===== src/common/pcc_defs.vh =====
// constants for the pll source and control pin configuration block
// assumes byte-wide registers reached over the documented register port
`ifndef PCC_DEFS_VH
`define PCC_DEFS_VH
// ----------------------------------------
// register offsets
// ----------------------------------------
`define PCC_OFS_VCO_RANGE 8'h06
`define PCC_OFS_SRC_A 8'h09
`define PCC_OFS_CTRL 8'h0A
`define PCC_OFS_SRC_C 8'h0B
`define PCC_OFS_SRC_D 8'h0C
// ----------------------------------------
// field positions
// ----------------------------------------
`define PCC_VCO_LSB 5
`define PCC_SRC_LO_LSB 0
`define PCC_SRC_HI_LSB 4
`define PCC_PIN_B_LSB 2
`define PCC_INSEL_BIT 4
`define PCC_PIN_A_LSB 5
`define PCC_IS_LSB 6
`define PCC_PD_BIT 7
// ----------------------------------------
// reset values
// ----------------------------------------
`define PCC_RST_VCO 3'h7
`define PCC_RST_SRC0 3'h2
`define PCC_RST_SRC1 3'h4
`define PCC_RST_SRCX 3'h1
`define PCC_RST_PIN_FN 2'h0
`define PCC_RST_INSEL 1'h0
`define PCC_RST_IS 2'h0
// ----------------------------------------
// encodings
// ----------------------------------------
`define PCC_SRC_BYPASS 3'h0
`define PCC_SRC_PLL1 3'h1
`define PCC_SRC_PLL2 3'h2
`define PCC_SRC_PLL2_SS 3'h3
`define PCC_SRC_PLL3 3'h4
`define PCC_PIN_A_PD 2'h0
`define PCC_PIN_A_BYP 2'h1
`define PCC_PIN_A_CSEL 2'h2
`define PCC_PIN_B_LOW 2'h0
`define PCC_PIN_B_TRI 2'h1
`define PCC_IS_LVCMOS 2'h1
`endif


===== src/rtl/pcc_config.v =====
// register file and control logic for pll ranges, divider sources and control pins
// assumes a byte register port driven on clk_i and asynchronous pin levels
`timescale 1ns/1ps
`include "pcc_defs.vh"
module pcc_config #(
    parameter NUM_DIV = 6                       // post-divider count
) (
    input wire clk_i,                           // device clock
    input wire reset_i,                         // synchronous reset, high
    input wire wr_en_i,                         // register write strobe
    input wire [7:0] addr_i,                    // register offset
    input wire [7:0] wdata_i,                   // write data
    output reg [7:0] rdata_o,                   // read data
    input wire control_pin_a_i,                 // external pin a
    input wire control_pin_b_i,                 // external pin b
    input wire ss_bypass_i,                     // spread bypass chosen
    input wire [1:0] input_source_i,            // input source type field
    input wire [NUM_DIV-1:0] out_invert_i,      // per-output inversion
    input wire bypass_clk_i,                    // input clock level
    input wire pll1_i,                          // pll1 level
    input wire pll2_i,                          // pll2 plain level
    input wire pll2_ss_raw_i,                   // pll2 spread raw level
    input wire pll3_i,                          // pll3 level
    output reg [2:0] vco_range_sel_o,           // vco range per pll
    output reg [3*NUM_DIV-1:0] divider_source_sel_o, // source codes
    output reg pll_pd_o,                        // plls powered down
    output reg input_stage_pd_o,                // input stage powered down
    output reg ss_pd_o,                         // spread circuit powered down
    output reg divider_bypass_o,                // plls and dividers bypassed
    output reg clock_input_one_o,               // input one routed
    output reg [NUM_DIV-1:0] div_src_o,         // per-divider source level
    output reg [NUM_DIV-1:0] out_force_o,       // output forced inactive
    output reg [NUM_DIV-1:0] out_level_o,       // forced output level
    output reg out_oe_n_o                       // output enable, low drives
);
    // ----------------------------------------
    // state
    // ----------------------------------------
    reg [1:0] pin_a_function;                   // pin a function code
    reg [1:0] pin_b_function;                   // pin b function code
    reg input_clock_sel_bit;                    // register clock select
    reg [1:0] pa_sync;                          // pin a synchroniser
    reg [1:0] pb_sync;                          // pin b synchroniser
    reg pll2_ss;                                // gated spread level
    wire pin_a = pa_sync[1];                    // settled pin a
    wire pin_b = pb_sync[1];                    // settled pin b
    wire [NUM_DIV-1:0] mux_out;                 // selector outputs
    reg pa_pd;                                  // pin a power-down active
    reg pb_low;                                 // pin b low-state active
    reg pb_tri;                                 // pin b tri-state active
    reg sel_active;                             // select may apply
    reg next_clk_one;                           // next input one choice
    // ----------------------------------------
    // pin synchronisers
    // ----------------------------------------
    always @(posedge clk_i) begin
        if (reset_i) begin
            pa_sync <= 2'h3;
            pb_sync <= 2'h3;
        end else begin
            pa_sync <= {pa_sync[0], control_pin_a_i};
            pb_sync <= {pb_sync[0], control_pin_b_i};
        end
    end
    // ----------------------------------------
    // register writes
    // ----------------------------------------
    always @(posedge clk_i) begin
        if (reset_i) begin
            vco_range_sel_o <= `PCC_RST_VCO;
            divider_source_sel_o <= {`PCC_RST_SRCX, `PCC_RST_SRCX, `PCC_RST_SRCX,
                                     `PCC_RST_SRCX, `PCC_RST_SRC1, `PCC_RST_SRC0};
            pin_a_function <= `PCC_RST_PIN_FN;
            pin_b_function <= `PCC_RST_PIN_FN;
            input_clock_sel_bit <= `PCC_RST_INSEL;
        end else if (wr_en_i) begin
            case (addr_i)
                `PCC_OFS_VCO_RANGE: begin
                    vco_range_sel_o <= wdata_i[`PCC_VCO_LSB+2:`PCC_VCO_LSB];
                end
                `PCC_OFS_SRC_A: begin
                    divider_source_sel_o[2:0] <= wdata_i[`PCC_SRC_LO_LSB+2:`PCC_SRC_LO_LSB];
                    divider_source_sel_o[5:3] <= wdata_i[`PCC_SRC_HI_LSB+2:`PCC_SRC_HI_LSB];
                end
                `PCC_OFS_CTRL: begin
                    pin_a_function <= wdata_i[`PCC_PIN_A_LSB+1:`PCC_PIN_A_LSB];
                    pin_b_function <= wdata_i[`PCC_PIN_B_LSB+1:`PCC_PIN_B_LSB];
                    input_clock_sel_bit <= wdata_i[`PCC_INSEL_BIT];
                end
                `PCC_OFS_SRC_C: begin
                    divider_source_sel_o[8:6] <= wdata_i[`PCC_SRC_LO_LSB+2:`PCC_SRC_LO_LSB];
                    divider_source_sel_o[11:9] <= wdata_i[`PCC_SRC_HI_LSB+2:`PCC_SRC_HI_LSB];
                end
                `PCC_OFS_SRC_D: begin
                    divider_source_sel_o[14:12] <= wdata_i[`PCC_SRC_LO_LSB+2:`PCC_SRC_LO_LSB];
                    divider_source_sel_o[17:15] <= wdata_i[`PCC_SRC_HI_LSB+2:`PCC_SRC_HI_LSB];
                end
                default: begin
                    // other offsets belong to other blocks
                end
            endcase
        end
    end
    // ----------------------------------------
    // register reads
    // ----------------------------------------
    always @(posedge clk_i) begin
        if (reset_i) begin
            rdata_o <= 8'h00;
        end else begin
            case (addr_i)
                `PCC_OFS_VCO_RANGE: rdata_o <= {vco_range_sel_o, 5'h00};
                `PCC_OFS_SRC_A: rdata_o <= {1'b0, divider_source_sel_o[5:3], 1'b0, divider_source_sel_o[2:0]};
                `PCC_OFS_CTRL: rdata_o <= {1'b0, pin_a_function, input_clock_sel_bit, pin_b_function, 2'h0};
                `PCC_OFS_SRC_C: rdata_o <= {1'b0, divider_source_sel_o[11:9], 1'b0, divider_source_sel_o[8:6]};
                `PCC_OFS_SRC_D: rdata_o <= {1'b0, divider_source_sel_o[17:15], 1'b0, divider_source_sel_o[14:12]};
                default: rdata_o <= 8'h00;   // unmapped reads zero
            endcase
        end
    end
    // ----------------------------------------
    // pin function decode
    // ----------------------------------------
    always @* begin
        pa_pd = (pin_a_function == `PCC_PIN_A_PD) && !pin_a;
        pb_low = (pin_b_function == `PCC_PIN_B_LOW) && !pin_b && !pa_pd;
        pb_tri = (pin_b_function == `PCC_PIN_B_TRI) && !pin_b && !pa_pd;
        // only two single-ended inputs allow a choice
        sel_active = (input_source_i == `PCC_IS_LVCMOS);
        if (!sel_active) begin
            next_clk_one = 1'b0;
        end else if (pin_a_function == `PCC_PIN_A_CSEL) begin
            next_clk_one = pin_a;
        end else begin
            next_clk_one = input_clock_sel_bit;
        end
    end
    // ----------------------------------------
    // control outputs
    // ----------------------------------------
    always @(posedge clk_i) begin
        if (reset_i) begin
            pll_pd_o <= 1'b0;
            input_stage_pd_o <= 1'b0;
            ss_pd_o <= 1'b0;
            divider_bypass_o <= 1'b0;
            clock_input_one_o <= 1'b0;
            out_force_o <= {NUM_DIV{1'b0}};
            out_level_o <= {NUM_DIV{1'b0}};
            out_oe_n_o <= 1'b1;
            pll2_ss <= 1'b0;
        end else begin
            divider_bypass_o <= (pin_a_function == `PCC_PIN_A_BYP) && !pin_a;
            pll_pd_o <= pa_pd || ((pin_a_function == `PCC_PIN_A_BYP) && !pin_a);
            input_stage_pd_o <= pa_pd;
            ss_pd_o <= ss_bypass_i;
            pll2_ss <= ss_bypass_i ? 1'b0 : pll2_ss_raw_i;
            clock_input_one_o <= next_clk_one;
            out_force_o <= {NUM_DIV{pb_low}};
            out_level_o <= pb_low ? out_invert_i : {NUM_DIV{1'b0}};
            out_oe_n_o <= pa_pd || pb_tri;
        end
    end
    // ----------------------------------------
    // source selectors and their outputs
    // ----------------------------------------
    genvar g;
    generate
        for (g = 0; g < NUM_DIV; g = g + 1) begin : gsel
            pcc_src_sel u_sel (
                .code_i(divider_source_sel_o[3*g+2:3*g]),
                .bypass_i(bypass_clk_i),
                .pll1_i(pll1_i),
                .pll2_i(pll2_i),
                .pll2_ss_i(pll2_ss),
                .pll3_i(pll3_i),
                .out_o(mux_out[g])
            );
        end
    endgenerate
    // register selector outputs
    always @(posedge clk_i) begin
        if (reset_i) begin
            div_src_o <= {NUM_DIV{1'b0}};
        end else begin
            div_src_o <= mux_out;
        end
    end
endmodule


===== src/rtl/pcc_src_sel.v =====
// one post-divider source selector: picks one clock source by code
// assumes source levels arrive already on clk_i
`timescale 1ns/1ps
`include "pcc_defs.vh"
module pcc_src_sel (
    input wire [2:0] code_i,     // selector code
    input wire bypass_i,         // input clock level
    input wire pll1_i,           // pll1 level
    input wire pll2_i,           // pll2 plain level
    input wire pll2_ss_i,        // pll2 spread level
    input wire pll3_i,           // pll3 level
    output reg out_o             // selected level
);
    // ----------------------------------------
    // source multiplexer
    // ----------------------------------------
    always @* begin
        case (code_i)
            `PCC_SRC_BYPASS: out_o = bypass_i;
            `PCC_SRC_PLL1: out_o = pll1_i;
            `PCC_SRC_PLL2: out_o = pll2_i;
            `PCC_SRC_PLL2_SS: out_o = pll2_ss_i;
            `PCC_SRC_PLL3: out_o = pll3_i;
            default: out_o = 1'b0;               // reserved codes give low
        endcase
    end
endmodule


===== config.mk =====
export PLATFORM = sky130hd
export DESIGN_NAME = pcc_config
export DESIGN_NICKNAME = d
export VERILOG_FILES = /design/src/rtl/pcc_config.v /design/src/rtl/pcc_src_sel.v
export VERILOG_INCLUDE_DIRS = /design/src /design/src/common
export SDC_FILE = /design/constraint.sdc
export NUM_CORES = 1
export LEC_CHECK = 0
export BUFFER_PORTS_ARGS = -buffer_cell sky130_fd_sc_hd__buf_2
export CELL_PAD_IN_SITES_DETAIL_PLACEMENT = 1
export CELL_PAD_IN_SITES_GLOBAL_PLACEMENT = 2
export CORE_UTILIZATION = 32
export DETAILED_ROUTE_END_ITERATION = 7
export GPL_TIMING_DRIVEN = 0
export PLACE_DENSITY_LB_ADDON = 0.2
export SLEW_MARGIN = 20
export SYNTH_ARGS = -nofsm -noshare
export SYNTH_HDL_FRONTEND = slang
export SYNTH_HIERARCHICAL = 1
export SYNTH_SLANG_ARGS = --single-unit
export TNS_END_PERCENT = 5

===== constraint.sdc =====
create_clock -name clk_i -period 4.87 [get_ports clk_i]
set_input_delay 0.2435 -clock clk_i [delete_from_list [all_inputs] [get_ports clk_i]]
set_output_delay 0.2435 -clock clk_i [all_outputs]
set_load 0.05 [all_outputs]

==> out/qor.json <==
{
  "synth_cells": 251,
  "die_height_um": 90.9,
  "cts_tree": "yes",
  "vias_per_cell": 5.00,
  "mapped_cell_area_um2": 2530,
  "number_of_antenna_cells_inserted": 0,
  "critPathRequiredTime_ps": 5140,
  "rsz0062_at_grt": "false",
  "initial_utilization_pct": 32.9,
  "fin_setup_tns_ps": 0,
  "detail_route.drc_violations": 0,
  "gr-usage-all-layers_pct": 19.3,
  "detailed_place.area_um2": 3080,
  "hold_fix_buffers_cts": 0,
  "flow.area_growth_from_synthesis_pct": 30.6,
  "reg2reg_from": "pin_a_function[1]$_SDFFE_PP0P_",
  "status": "complete, no violations",
  "finalCriticalPeriod_ps": 1660,
  "gr-usage-met2_pct": 31.9,
  "top_usage_layer_grt": "met2",
  "timing_max_transition_violations_final": 0,
  "antenna_violations_before_repair": 0,
  "detail_route.first_pass.iterations": 6,
  "numClockSinks": 58,
  "hold_start": "input_source_i[1]",
  "timing.final.setup_violations": 0,
  "gp_congestion": 0.819,
  "transition_time_of_the_tightest_slew_check_pin_ps": 827,
  "power.density_nw_per_um2": 329,
  "placement_rows": 32,
  "vdd.ir_drop.worst_mv": 0.112,
  "coreArea_um2": 7690,
  "final_net_count": 381,
  "synth_nets": 286,
  "maxClockFrequency_ghz": 0.604,
  "ys_types": 38,
  "grt_pass1_vias": 2218,
  "min_path_type": "in -> reg",
  "synth.ff_latch_count": 58,
  "ys_seq_area_share_pct": 45.9,
  "synthesis.area_per_instance_um2": 10.1,
  "worstSetupStartpoint": "addr_i[5]",
  "drive_above_1_share_pct": 35.3,
  "nFillCells": 919,
  "grt_start_max_net_pins": 13,
  "clock_buffer_count_from_cts": 9,
  "timing_worst_setup_path_type": "in -> reg",
  "fp.dieW_um": 90.9,
  "dpl.hpwl_um": 5580,
  "fin_worst_hold_slack_ps": 67.9,
  "cts-root-to-sink-buffers": 2,
  "num_vias": 2267,
  "top_level_ports": 88,
  "final_core_util_pct": 43.0,
  "period_share_pct": 34.0,
  "clock_insertion_delay_worst_skew_ps": 340,
  "multiInputGateArea_um2": 1270,
  "cts.root.buffer_cell": "sky130_fd_sc_hd__clkbuf_8",
  "final_cell_area_um2": 3300,
  "h_tree_lvl_count": 3,
  "die_area_um2": 8260,
  "crit_arrival_ps": 1930,
  "finalClockSkew_ps": 8.89,
  "end_kind": "flop",
  "cts_setup_buffers": 0,
  "detail_route.wirelength_um": 7570,
  "sequential_cell_area_um2": 1160,
  "portBuffers": 84,
  "grt_remaining_overflow": 0,
  "ys_warns": 6,
  "drt_iter0_drc": 62,
  "postRouteAntennaNets": 0,
  "worst_setup_hold_path_clk_slew_ps": 80,
  "layout.cells.non_filler": 453,
  "leakagePower_uw": 0.00142,
  "worst_setup_path_start_kind": "input pin",
  "grt_pass1_wl_um": 12000,
  "post_cts_gate_resize_count": 0,
  "grt_use_met1_pct": 23.7,
  "report.final.hold_viol_count": 0,
  "max_cap_viol_count": 0,
  "grt.met3_usage_pct": 6.40,
  "critical_path.max_fanout": 10,
  "placed_cells_incl_taps": 437,
  "slew_headroom_pct": 44.1,
  "wire_per_inst_um": 16.7
}
## metal layers
metal	vias to the layer above	share of wire, %	wire, um
li1	1090	-	-
met3	10	5.4	411
met2	64	49	3680
met4	0	1.3	99
met5	-	0	0
met1	1103	45	3380
## where the power goes
part / total [uW] / internal [uW] / switching (uW)
clock network: 504 / 291 / 213
logic: 97.6 / 32.6 / 65.1
registers: 485 / 481 / 3.23
total: 1090 / 805 / 282
## critical path, cell delays in order
cell and delay (ps):
sky130_fd_sc_hd__buf_2 100, sky130_fd_sc_hd__or4_4 520, sky130_fd_sc_hd__buf_6 160, sky130_fd_sc_hd__nor4_4 500, sky130_fd_sc_hd__a22oi_1 180, sky130_fd_sc_hd__a21oi_1 210
## stage by stage
stage	setup slack, ps	power (uW)
2_1_floorplan	3080	555
3_3_place_gp	2850	593
3_5_place_dp	2840	595
4_1_cts	3210	1100
5_1_grt	3060	1130
6_report	3210	1090
## area by class of cell
class	count	share of cell area, %
plain buffers	16	2.69
clock buffers	9	3.75
clock inverters	7	3.07
inverters	1	0.114
multi-input cells	176	38.6
flip-flops and latches	58	35.2
well taps	102	3.87
repair buffers	84	12.7
## flip-flops by register name, summed over array words and instances, names as in the netlist
| signal | cells |
|---|---|
| clock_input_one_o | 1 |
| out_force_o | 1 |
| input_clock_sel_bit | 1 |
| rdata_o | 8 |
| pa_sync | 2 |
| pin_a_function | 2 |
| input_stage_pd_o | 1 |
| pb_sync | 2 |
| div_src_o | 6 |
| pll2_ss | 1 |
| out_oe_n_o | 1 |
| vco_range_sel_o | 3 |
| divider_source_sel_o | 18 |
| ss_pd_o | 1 |
| out_level_o | 6 |
| pin_b_function | 2 |
| pll_pd_o | 1 |
| divider_bypass_o | 1 |
## cell families after synthesis
| family | after synthesis | share of synthesized area [%] |
|---|---|---|
| and+or+nand+nor | 105 | 26.1 |
| AOI/OAI and AO/OA | 42 | 12.5 |
| muxes | 29 | 11.9 |
| DFF | 58 | 45.9 |
| buffers and inverters | 17 | 3.66 |
## layout by cell type, fill, tap and decap left out, drive strengths merged, types with 2 or more instances in the layout
| master | Yosys | routed |
|---|---|---|
| inv | 1 | 2 |
| or2 | 4 | 4 |
| buf | 11 | 95 |
| bufinv | 0 | 2 |
| mux2i | 21 | 21 |
| nand2 | 8 | 8 |
| nor2b | 21 | 21 |
| o21a | 6 | 6 |
| nand3b | 15 | 15 |
| nor4b | 3 | 3 |
| dfxtp | 58 | 58 |
| and2 | 7 | 7 |
| nand3 | 11 | 11 |
| clkinv | 0 | 2 |
| nor3b | 4 | 4 |
| a22o | 3 | 3 |
| o21ai | 8 | 8 |
| mux2 | 8 | 8 |
| nand2b | 2 | 2 |
| a22oi | 6 | 6 |
| clkinvlp | 0 | 2 |
| nor2 | 17 | 17 |
| nor3 | 4 | 4 |
| clkbuf | 5 | 14 |
| a21oi | 8 | 8 |
| a211o | 9 | 9 |
| nor4 | 4 | 4 |
## final timing paths
path / to / slack [ps] / depth (start not counted)
min: clock_input_one_o$_SDFF_PP0_ / 70 / 2
min reg2reg: pb_sync[1]$_SDFF_PP1_ / 410 / 1
max: rdata_o[2]$_SDFF_PP0_ / 3210 / 6
max reg2reg: out_level_o[4]$_SDFF_PP0_ / 3370 / 3
## Yosys cell counts (all sizes together)
master | n | area, um^2
nor4 | 4 | 55.1
dfxtp | 58 | 1160
mux2i | 21 | 210
a22o | 3 | 26.3
a211o | 9 | 78.8
nor2b | 21 | 131
clkbuf | 5 | 18.8
a22oi | 6 | 45.0
inv | 1 | 3.75
nor3b | 4 | 30.0
and3 | 1 | 6.26
mux2 | 8 | 90.1
nor2 | 17 | 63.8
nand2b | 2 | 12.5
nand3 | 11 | 55.1
a2bb2oi | 1 | 8.76
buf | 11 | 70.1
nand2 | 8 | 30.0
or4 | 1 | 11.3
o22a | 1 | 8.76
nand3b | 15 | 113
nor4b | 3 | 26.3
or2 | 4 | 25.0
nand4 | 1 | 6.26
and4 | 1 | 8.76
or4b | 1 | 10.0
o21a | 6 | 45.0
nor3 | 4 | 31.3
and2 | 7 | 43.8
o21ai | 8 | 62.6
a21oi | 8 | 40.0
Power figures use the tool's default switching activity.
